File: config.mk
export PLATFORM = sky130hd
export DESIGN_NAME = local_expansion_bus_master
export DESIGN_NICKNAME = d
export VERILOG_FILES = /design/src/include/local_expansion_bus_pkg.sv /design/src/logic/local_expansion_bus_master.sv
export SDC_FILE = /design/constraint.sdc
export NUM_CORES = 1
export LEC_CHECK = 0
export BUFFER_PORTS_ARGS = -buffer_cell sky130_fd_sc_hd__buf_4
export CAP_MARGIN = 20
export CORE_MARGIN = 3
export CORE_UTILIZATION = 55
export CTS_BUF_LIST = sky130_fd_sc_hd__clkbuf_4
export CTS_CLUSTER_DIAMETER = 50
export DETAILED_ROUTE_END_ITERATION = 10
export GPL_TIMING_DRIVEN = 0
export PLACE_DENSITY = 0.83
export REMOVE_ABC_BUFFERS = 1
export SYNTH_ARGS = -nofsm -noshare
export SYNTH_HDL_FRONTEND = slang
export SYNTH_SLANG_ARGS = --single-unit
File: constraint.sdc
create_clock -name i_clk -period 7.6 [get_ports i_clk]
set_input_delay 0.38 -clock i_clk [delete_from_list [all_inputs] [get_ports i_clk]]
set_output_delay 0.38 -clock i_clk [all_outputs]
set_load 0.01 [all_outputs]
File: src/include/local_expansion_bus_pkg.sv
`default_nettype none
package local_expansion_bus_pkg;

  // ==========================================================================
  // Widths
  localparam int unsigned ADDR_W = 20;
  localparam int unsigned DATA_W = 16;
  localparam int unsigned BCNT_W = 3;
  localparam int unsigned TCNT_W = 10;

  // ==========================================================================
  // Timing
  localparam int unsigned CLK_PERIOD_NS  = 20;
  localparam int unsigned TIMEOUT_NS     = 8000;
  localparam int unsigned TIMEOUT_CYC_I  = TIMEOUT_NS / CLK_PERIOD_NS;
  localparam logic [TCNT_W-1:0] TIMEOUT_CYC = TCNT_W'(TIMEOUT_CYC_I);
  localparam int unsigned BUS_CLK_DIV    = 2;

  // ==========================================================================
  // Minimum cycle width codes, in bus clocks
  localparam logic [1:0]        WIDTH_CODE_ZERO = 2'h0;
  localparam logic [BCNT_W-1:0] WIDTH_ZERO_LEN  = 3'h4;

  // ==========================================================================
  // Reset values
  localparam logic [DATA_W-1:0] DATA_RST = 16'h0000;
  localparam logic [ADDR_W-1:0] ADDR_RST = 20'h00000;

  // ==========================================================================
  // Sequencer states
  typedef enum logic [3:0] {
    ST_IDLE   = 4'h1,
    ST_SETUP  = 4'h2,
    ST_STROBE = 4'h4,
    ST_HOLD   = 4'h8
  } bus_state_t;

  // Processor side request
  typedef struct packed {
    logic              wr;
    logic              exp_space;
    logic              upper_byte;
    logic [ADDR_W-1:0] addr;
    logic [DATA_W-1:0] wdata;
  } bus_req_t;

  // Connector outputs
  typedef struct packed {
    logic [ADDR_W-1:0] addr;
    logic              upper_byte_enable_n;
    logic              rd_n;
    logic              wr_n;
    logic [DATA_W-1:0] data;
    logic              data_oe;
  } bus_pins_t;

endpackage : local_expansion_bus_pkg
`default_nettype wire

File: src/logic/local_expansion_bus_master.sv
`timescale 1ns/10ps
`default_nettype none

// Contract
// [RULE_01] Drive 16-bit data outward on writes, accept read data inward.
// [RULE_02] Assert low upper byte enable when upper data byte takes part.
// [RULE_03] Read strobe asserts only for expansion space accesses.
// [RULE_04] Write strobe asserts only for expansion space accesses.
// [RULE_05] READY ends the current expansion access.
// [RULE_06] READY is ignored for any other local bus device.
// [RULE_07] Far device holds READY until the strobe is released.
// [RULE_08] Expansion interrupt request passes to processor interrupt input two.
// [RULE_09] Drive low system reset to connector while board reset is active.
// [RULE_10] Local bus clock is the transfer clock divided by two.
// [RULE_11] Read data latched at strobe release, data valid returned next cycle.
// [RULE_12] Overlong cycle aborts, timeout flag low until clear pulsed low-high.
// [RULE_13] Minimum cycle length in bus clocks, width code zero means four.
// [RULE_14] READY sampled on bus clock, undriven pulled-up READY counts as asserted.
// [RULE_15] Address, byte enable and write data stable while a strobe is active.
module local_expansion_bus_master
  import local_expansion_bus_pkg::*;
(
  // Clock and reset
  input  wire logic              i_clk,
  input  wire logic              i_resetn,
  // Processor request
  input  wire logic              i_req,
  input  var  bus_req_t          i_req_info,
  input  wire logic [1:0]        i_min_width,
  input  wire logic              i_bus_timeout_clear_n,
  // Processor answer
  output logic                   o_busy,
  output logic                   o_done,
  output logic [DATA_W-1:0]      o_rdata,
  output logic                   o_cpu_data_valid_n,
  output logic                   o_bus_timeout_flag_n,
  output logic                   o_cpu_maskable_irq_input_two_n,
  // Expansion connector
  output var  bus_pins_t         o_pins,
  input  wire logic [DATA_W-1:0] i_data,
  input  wire logic              i_ready,
  input  wire logic              i_irq_n,
  output logic                   o_local_bus_clock,
  output logic                   o_system_reset_n
);

  // ==========================================================================
  // State
  typedef struct packed {
    bus_state_t        state;
    logic              bus_clk;
    logic [1:0]        ready_sync;
    logic [1:0]        irq_sync;
    logic [DATA_W-1:0] data_meta;
    logic [DATA_W-1:0] data_sync;
    bus_pins_t         pins;
    logic              is_read;
    logic              exp_space;
    logic [BCNT_W-1:0] bclk_cnt;
    logic [TCNT_W-1:0] tmo_cnt;
    logic [DATA_W-1:0] rdata;
    logic              valid_pend;
    logic              valid_n;
    logic              done;
    logic              flag_n;
    logic              clr_prev;
    logic              rst_out_n;
  } state_t;

  state_t cur_q;
  state_t nxt_d;

  // Minimum bus clocks for a width code
  function automatic logic [BCNT_W-1:0] min_len(input logic [1:0] code);
    if (code == WIDTH_CODE_ZERO) begin
      min_len = WIDTH_ZERO_LEN; // see [RULE_13]
    end else begin
      min_len = {1'b0, code};
    end
  endfunction : min_len

  logic bus_tick;
  logic ready_seen;
  logic len_met;
  logic timed_out;

  // Bus clock rises when the divider phase goes from low to high
  assign bus_tick   = ~cur_q.bus_clk;
  // Floating READY reads high through the pull-up, which counts as done
  assign ready_seen = cur_q.ready_sync[1];                       // see [RULE_14]
  assign len_met    = (cur_q.bclk_cnt + 3'h1) >= min_len(i_min_width);
  assign timed_out  = (cur_q.tmo_cnt == TIMEOUT_CYC);

  // ==========================================================================
  // Next state
  always_comb begin
    nxt_d = cur_q;
    nxt_d.done       = 1'b0;
    nxt_d.rst_out_n  = 1'b1;                                     // see [RULE_09]
    nxt_d.bus_clk    = ~cur_q.bus_clk;                           // see [RULE_10]
    nxt_d.ready_sync = {cur_q.ready_sync[0], i_ready};
    nxt_d.irq_sync   = {cur_q.irq_sync[0], i_irq_n};             // see [RULE_08]
    nxt_d.data_meta  = i_data;
    nxt_d.data_sync  = cur_q.data_meta;
    nxt_d.clr_prev   = i_bus_timeout_clear_n;
    // Data valid goes out one cycle after the latch
    nxt_d.valid_n    = ~cur_q.valid_pend;                        // see [RULE_11]
    nxt_d.valid_pend = 1'b0;

    if (cur_q.state == ST_IDLE) begin
      nxt_d.tmo_cnt = '0;
    end else if (!timed_out) begin
      nxt_d.tmo_cnt = cur_q.tmo_cnt + 10'h001;
    end

    // Clear flag on the low-to-high return of the clear control
    if (i_bus_timeout_clear_n && !cur_q.clr_prev) begin
      nxt_d.flag_n = 1'b1;                                       // see [RULE_12]
    end

    case (cur_q.state)
      ST_IDLE: begin
        if (i_req) begin
          nxt_d.state              = ST_SETUP;
          nxt_d.is_read            = ~i_req_info.wr;
          nxt_d.exp_space          = i_req_info.exp_space;
          nxt_d.bclk_cnt           = '0;
          nxt_d.pins.addr          = i_req_info.addr;
          nxt_d.pins.upper_byte_enable_n = ~i_req_info.upper_byte; // see [RULE_02]
          nxt_d.pins.data          = i_req_info.wdata;
          nxt_d.pins.data_oe       = i_req_info.wr;              // see [RULE_01]
        end
      end
      ST_SETUP: begin
        if (bus_tick) begin
          nxt_d.state = ST_STROBE;
          // Strobes only reach the connector for expansion space
          nxt_d.pins.rd_n = ~(cur_q.is_read & cur_q.exp_space);  // see [RULE_03]
          nxt_d.pins.wr_n = ~(~cur_q.is_read & cur_q.exp_space); // see [RULE_04]
        end
      end
      ST_STROBE: begin
        if (timed_out) begin
          nxt_d.state     = ST_HOLD;
          nxt_d.pins.rd_n = 1'b1;                                // see [RULE_12]
          nxt_d.pins.wr_n = 1'b1;
          nxt_d.flag_n    = 1'b0;
        end else if (bus_tick) begin
          // The first tick still sees READY and data from before the strobe fell
          if (len_met && (!cur_q.exp_space                       // see [RULE_06]
                          || (ready_seen && cur_q.bclk_cnt != '0))) begin // see [RULE_05]
            nxt_d.state     = ST_HOLD;
            nxt_d.pins.rd_n = 1'b1;
            nxt_d.pins.wr_n = 1'b1;
            if (cur_q.is_read) begin
              nxt_d.rdata      = cur_q.data_sync;                // see [RULE_01] [RULE_11]
              nxt_d.valid_pend = 1'b1;
            end
          end else if (!len_met || cur_q.bclk_cnt == '0) begin
            nxt_d.bclk_cnt = cur_q.bclk_cnt + 3'h1;              // see [RULE_13]
          end
        end
      end
      ST_HOLD: begin
        // Address and data held one more bus clock past the strobe
        if (bus_tick) begin
          nxt_d.state        = ST_IDLE;                          // see [RULE_15]
          nxt_d.pins.data_oe = 1'b0;
          nxt_d.done         = 1'b1;
        end
      end
      default: begin
        nxt_d.state     = ST_IDLE;
        nxt_d.pins.rd_n = 1'b1;
        nxt_d.pins.wr_n = 1'b1;
      end
    endcase

    // A timeout in the same cycle as the clear wins
    if (cur_q.state == ST_STROBE && timed_out) begin
      nxt_d.flag_n = 1'b0;
    end
  end

  // ==========================================================================
  // Registers
  always_ff @(posedge i_clk or negedge i_resetn) begin
    if (!i_resetn) begin
      cur_q.state      <= ST_IDLE;
      cur_q.bus_clk    <= 1'b0;
      cur_q.ready_sync <= 2'h0;
      cur_q.irq_sync   <= 2'h3;
      cur_q.data_meta  <= DATA_RST;
      cur_q.data_sync  <= DATA_RST;
      cur_q.pins.addr  <= ADDR_RST;
      cur_q.pins.upper_byte_enable_n <= 1'b1;
      cur_q.pins.rd_n  <= 1'b1;
      cur_q.pins.wr_n  <= 1'b1;
      cur_q.pins.data  <= DATA_RST;
      cur_q.pins.data_oe <= 1'b0;
      cur_q.is_read    <= 1'b0;
      cur_q.exp_space  <= 1'b0;
      cur_q.bclk_cnt   <= '0;
      cur_q.tmo_cnt    <= '0;
      cur_q.rdata      <= DATA_RST;
      cur_q.valid_pend <= 1'b0;
      cur_q.valid_n    <= 1'b1;
      cur_q.done       <= 1'b0;
      cur_q.flag_n     <= 1'b1;
      cur_q.clr_prev   <= 1'b1;
      cur_q.rst_out_n  <= 1'b0;                                  // see [RULE_09]
    end else begin
      cur_q <= nxt_d;
    end
  end

  // ==========================================================================
  // Outputs
  assign o_busy                         = (cur_q.state != ST_IDLE);
  assign o_done                         = cur_q.done;
  assign o_rdata                        = cur_q.rdata;
  assign o_cpu_data_valid_n             = cur_q.valid_n;
  assign o_bus_timeout_flag_n           = cur_q.flag_n;
  assign o_cpu_maskable_irq_input_two_n = cur_q.irq_sync[1];     // see [RULE_08]
  assign o_pins                         = cur_q.pins;
  assign o_local_bus_clock              = cur_q.bus_clk;
  assign o_system_reset_n               = cur_q.rst_out_n;

endmodule : local_expansion_bus_master

`default_nettype wire

== Word level (Yosys, flattened, before mapping) ==
Index checks and enable logic that the tools add are counted.

* Register bits: 118
* Logic and storage cells: 108
* Output and inout port bits: 63
* Input bits: 63

* Bitwise operators: 11
* Order comparisons: 1
* Add/subtract/negate cells: 2
* Mux-type cells: 34
* Equal/unequal tests: 16
* Reductions and logical operators: 21

{| class="wikitable"
|+ Operator list
! kind !! count
|-
| $mux 4 || 6
|-
| $mux 10 || 2
|-
| $pmux 4 s4 || 1
|-
| $mux 3 || 5
|-
| $ne 2x2->1 const B || 7
|-
| $mux 1 || 12
|-
| $add 10x1->10 const B || 1
|-
| $eq 10x9->1 const B || 1
|-
| $reduce_and 5->1 || 2
|-
| $not 1->1 || 9
|-
| $mux 2 || 4
|-
| $mux 6 || 1
|-
| $ne 3x3->1 const B || 2
|-
| $pmux 2 s3 || 1
|-
| $pmux 3 s2 || 1
|-
| $reduce_and 6->1 || 1
|-
| $eq 4x1->1 const B || 1
|-
| $eq 4x2->1 const B || 1
|-
| $eq 4x3->1 const B || 1
|-
| $eq 4x4->1 const B || 1
|-
| $logic_and 1x1->1 || 4
|-
| $ne 4x1->1 const B || 1
|-
| $reduce_and 4->1 || 1
|-
| $reduce_bool 2->1 || 2
|-
| 13 further kinds || 17
|}

== Longest topological paths before layout ==
* Depth in word-level cells: 10
* Gate-level depth with buffers: 9
* Mapped depth without buffers: 8

== Worst setup path before layout ==
OpenSTA, ideal clock, no wires.

* Path type: register to register
* Start point: reg cur_q[32] (netlist name)
* End point: reg cur_q (netlist bit o_rdata[0])
* Setup time: 125 ps
* Stages on the path, launching flop included: 10
* Path buffers: 1
* Data arrival time: 2,275 ps
* Period minus slack after synthesis: 2,400 ps
* Path slack: 5,200 ps
* Cell sequence: dfrtp_1 > ha_1 > xor2_1 > ha_1 > nand2_1 > o21ai_2 > nand3_2 > nor3_4 > buf_8 > mux2_4

* Cells in the longest elaborated chain, start to end: 5
* Elaborated cells on any way between the ends: 7
* Those cells by class: add/sub (1); order compare (1); reduce/logical (5)

{| class="wikitable"
|+ Ends and longest elaborated chain
! what !! line !! source
|-
| start: declaration || local_expansion_bus_master.sv:70 || <nowiki>state_t cur_q;</nowiki>
|-
| start signal: assignment || local_expansion_bus_master.sv:213 || <nowiki>cur_q <= nxt_d;</nowiki>
|-
| parallel branches: the longest is 3 deep, another holds $add 3x1->3 || - ||
|-
| $logic_and 1x1->1 (*) || local_expansion_bus_master.sv:150 || <nowiki>if (len_met && (!cur_q.exp_space</nowiki>
|-
| $reduce_and 5->1 (no line) (*) || - ||
|}

Mark *: on every way between the ends.
A chain may end at the register's enable or synchronous reset.

== Worst setup path after layout ==
* Start point: reg cur_q[32] (netlist name)
* End point: reg cur_q (netlist bit o_rdata[5])

The elaborated chain is that of the path after synthesis.

==> results.sh <==
export IMPL_outcome="finished, final reports clean"
export IMPL_drt_total_wl_um=9501
export IMPL_startpoint_type="flop"
export IMPL_drt_initial_drc_count=104
export IMPL_r2r_start="cur_q[32]$_DFFE_PN0P_"
export IMPL_dp_slack_ps=4617
export IMPL_cts_buffers=17
export IMPL_synth_top_family_by_area="multiplexers"
export IMPL_dp_hpwl_um=6374
export IMPL_fp_dieH_um=100.1
export IMPL_hold_start="i_req_info[36]"
export IMPL_ys_ff_latch=118
export IMPL_path_cells="ha_1 -> xor2_1 -> ha_1 -> nand2_1 -> o21ai_2 -> nand3_2 -> nor3_4 -> mux2_2"
export IMPL_io_pins=126
export IMPL_synth_compound_area_share=0.03747
export IMPL_core_area_um2=8423
export IMPL_synth_ff_type="dfrtp_1"
export IMPL_r2r_end="o_rdata[5]$_DFFE_PN0P_"
export IMPL_wl_per_cell_um=16.49
export IMPL_cp_end_kind="flop"
export IMPL_crit_start="cur_q[32]$_DFFE_PN0P_"
export IMPL_n_antenna_cell=0
export IMPL_path_common_cell="ha_1"
export IMPL_htree_levels=4
export IMPL_critical_path_slowest_cell="nor3_4"
export IMPL_grt_max_degree=62
export IMPL_relSlewSlack=0.3443
export IMPL_cts_root_buf="clkbuf_4"
export IMPL_synthSimpleGateAreaFrac=0.07187
export IMPL_vias=2926
export IMPL_synth_adder_area_share=0.01797
export IMPL_cp_arrival_ps=3330
export IMPL_synthCells=358
export IMPL_cp_max_fo=17
export IMPL_crit_family="simple AND/OR/NAND/NOR gates"
export IMPL_rsz0062_at_grt="no"
export IMPL_drv_slew=0
export IMPL_crit_buf_inv=0
export IMPL_clk_latency_ps=490
export IMPL_post_route_min_period_ps=2966
export IMPL_post_route_period_util=0.3903
export IMPL_ir_worst_vdd_mv=0.2483
export IMPL_synth_xor_area_share=0.01617
export IMPL_crit_type="reg -> reg"
export IMPL_fillers=578
export IMPL_syn_to_final_growth_pct=22.13
export IMPL_vias_per_cell=5.080
export IMPL_syn_area_per_cell_um2=13.62
export IMPL_die_w_um=100.1
export IMPL_hp_class="in -> reg"
export IMPL_seq_area_um2=2964
export IMPL_fin_skew_ps=13.89
export IMPL_yosysUniqueCellTypes=53
export IMPL_grt_use_total=0.2020
export IMPL_grt_pass1_wl_um=15390
export IMPL_design_power_total_mw=1.834
export IMPL_first_global_vias=3080
export IMPL_max_stage_delay_ps=820
export IMPL_route_detailed_drc=0
export IMPL_fin_ws_ps=4634
export IMPL_grt_overflow_total=0
export IMPL_grt_antenna_before_repair=0
export IMPL_fp_dieArea_um2=10030
export IMPL_hold_violations=0
export IMPL_synth_area_mux_share=0.1401
export IMPL_multiInputGateArea_um2=1389
export IMPL_utilization=0.7068
export IMPL_cp_endpoint="o_rdata[5]$_DFFE_PN0P_"
export IMPL_cellPowerDensity_nw_per_um2=308.1
export IMPL_ys_warn_count=0
export IMPL_crit_cells=8
export IMPL_postRouteAntennaNets=0
export IMPL_fmax_mhz=337.1
export IMPL_setup_viol=0
export IMPL_initial_utilization=0.5787
export IMPL_rows=33
export IMPL_leakagePower_nw=2.868
export IMPL_cts_repair_resized=0
export IMPL_cts_hold_buffers_added=20
export IMPL_syn_cell_area_um2=4875
export IMPL_synth_edf_count=0
export IMPL_finalSetupTns_ps=0
export IMPL_r2r_cells=8
export IMPL_drive_gt1_frac=0.4947
export IMPL_clk_pin_slew_ps=110
export IMPL_worstMarginPinSlew_ps=980.3
export IMPL_clock_path_buffers=2
export IMPL_nNetsFinal=528
export IMPL_required_ps=7970
export IMPL_port_buffers=125
export IMPL_worst_r2r_setup_slack_ps=4630
export IMPL_cts_sinks=118
export IMPL_first_pass_iters=4
export IMPL_async_flop_share=1.000
export IMPL_place_gp_congestion=0.8272
export IMPL_cap_violations=0
export IMPL_ys_seq_area_frac=0.6081
export IMPL_cts_tree="built"
export IMPL_post_cts_buffers=0
Yosys cell counts (2+ instances only):
cell type | n | area [um2]
mux2_2 | 45 | 506.7
nand3_1 | 11 | 55.05
dfrtp_1 | 109 | 2728
nor2b_1 | 2 | 12.51
mux2_4 | 9 | 135.1
and3_1 | 6 | 37.54
mux2i_1 | 3 | 30.03
nand2_1 | 13 | 48.80
a32o_1 | 2 | 20.02
inv_1 | 11 | 41.29
clkbuf_1 | 2 | 7.510
a21oi_1 | 9 | 45.04
buf_4 | 60 | 450.4
o21ai_0 | 3 | 15.01
nor2_2 | 2 | 12.51
xnor2_1 | 2 | 17.52
ha_1 | 7 | 87.58
nor3_1 | 2 | 10.01
buf_2 | 2 | 10.01
nor2_1 | 11 | 41.29
dfstp_2 | 9 | 236.5
xor2_1 | 7 | 61.31
logic make-up (layout without fill, tap and decap cells):
family                     count (synthesis)  in the layout
adders and majority gates                  7              7
AOI/OAI and AO/OA                         26             26
other                                      1              1
and+or+nand+nor                           63             63
xor gates and xnor gates                   9              9
buffers and inverters                     76            189
muxes                                     58             58
DFF                                      118            118
power breakdown:
| group | switching, mW | internal [mW] | total (mW) |
|---|---|---|---|
| logic | 0.253 | 0.314 | 0.567 |
| clock network | 0.242 | 0.163 | 0.405 |
| registers | 0.0922 | 0.770 | 0.862 |
metrics by stage:
| step | cell area [um2] | hold WS, ps | instances |
|---|---|---|---|
| 6_report | 5953 | 76.65 | 576 |
| 5_1_grt | 5953 | 25.60 | 576 |
| 4_1_cts | 5953 | 44.78 | 576 |
| 3_5_place_dp | 5492 | 334.7 | 524 |
| 3_3_place_gp | 5461 | 331.7 | 523 |
| 2_1_floorplan | 4392 | 84.41 | 293 |
state kept, by name, summed over array words and instances, names as in the netlist:
name,flops
o_system_reset_n,1
o_cpu_data_valid_n,1
o_pins,40
o_done,1
o_cpu_maskable_irq_input_two_n,1
o_rdata,16
cur_q,56
o_bus_timeout_flag_n,1
o_local_bus_clock,1
cells in the final DEF, fill, tap and decap left out, drive strengths merged, types with 2 or more instances in the layout:
cell type and n:
buf 126, dfrtp 109, mux2 55, dlygate4sd3 20
clkbuf 17, nand2 14, nor2 13, inv 12
nand3 12, a21oi 10, dfstp 9, clkinv 8
xor2 7, ha 7, and3 7, clkinvlp 5
o21ai 5, mux2i 3, nor2b 3, nor3 3
a32o 2, xnor2 2
worst min path at each step:
stage                                        end  cells after the start
after floorplan             cur_q[100]$_DFF_PN0_                      0
after global placement       cur_q[92]$_DFF_PN0_                      0
after detailed placement     cur_q[79]$_DFF_PN0_                      0
after CTS                 o_pins[19]$_DFFE_PN1P_                      2
after global routing      o_pins[19]$_DFFE_PN1P_                      2
final                     o_pins[19]$_DFFE_PN1P_                      2
worst reg2reg max path, cell delays in order (launching register included):
cell     delay, ps
dfrtp_1        430
ha_1           240
xor2_1         150
ha_1           300
nand2_1         60
o21ai_2        240
nand3_2        180
nor3_4         820
mux2_2         420
final cells by class:
cell class              instances  share of cell area
flip-flops and latches        118              0.4979
multi-input cells             164              0.2333
repair buffers                146              0.1959
clock inverters                15             0.02249
well taps                     105             0.02207
clock buffers                  17             0.02144
inverters                      11            0.006936
metal layers:
| metal | wire, um | up-vias | share of wire | global-route usage |
|---|---|---|---|---|
| li1 | - | 1362 | - | - |
| met1 | 3659 | 1435 | 0.39 | 0.2314 |
| met2 | 4863 | 119 | 0.51 | 0.3282 |
| met3 | 882 | 10 | 0.093 | 0.1112 |
| met4 | 96 | 0 | 0.010 | 0.05699 |
| met5 | 0 | - | 0 | 0 |
(Power assumes the default switching activity.)
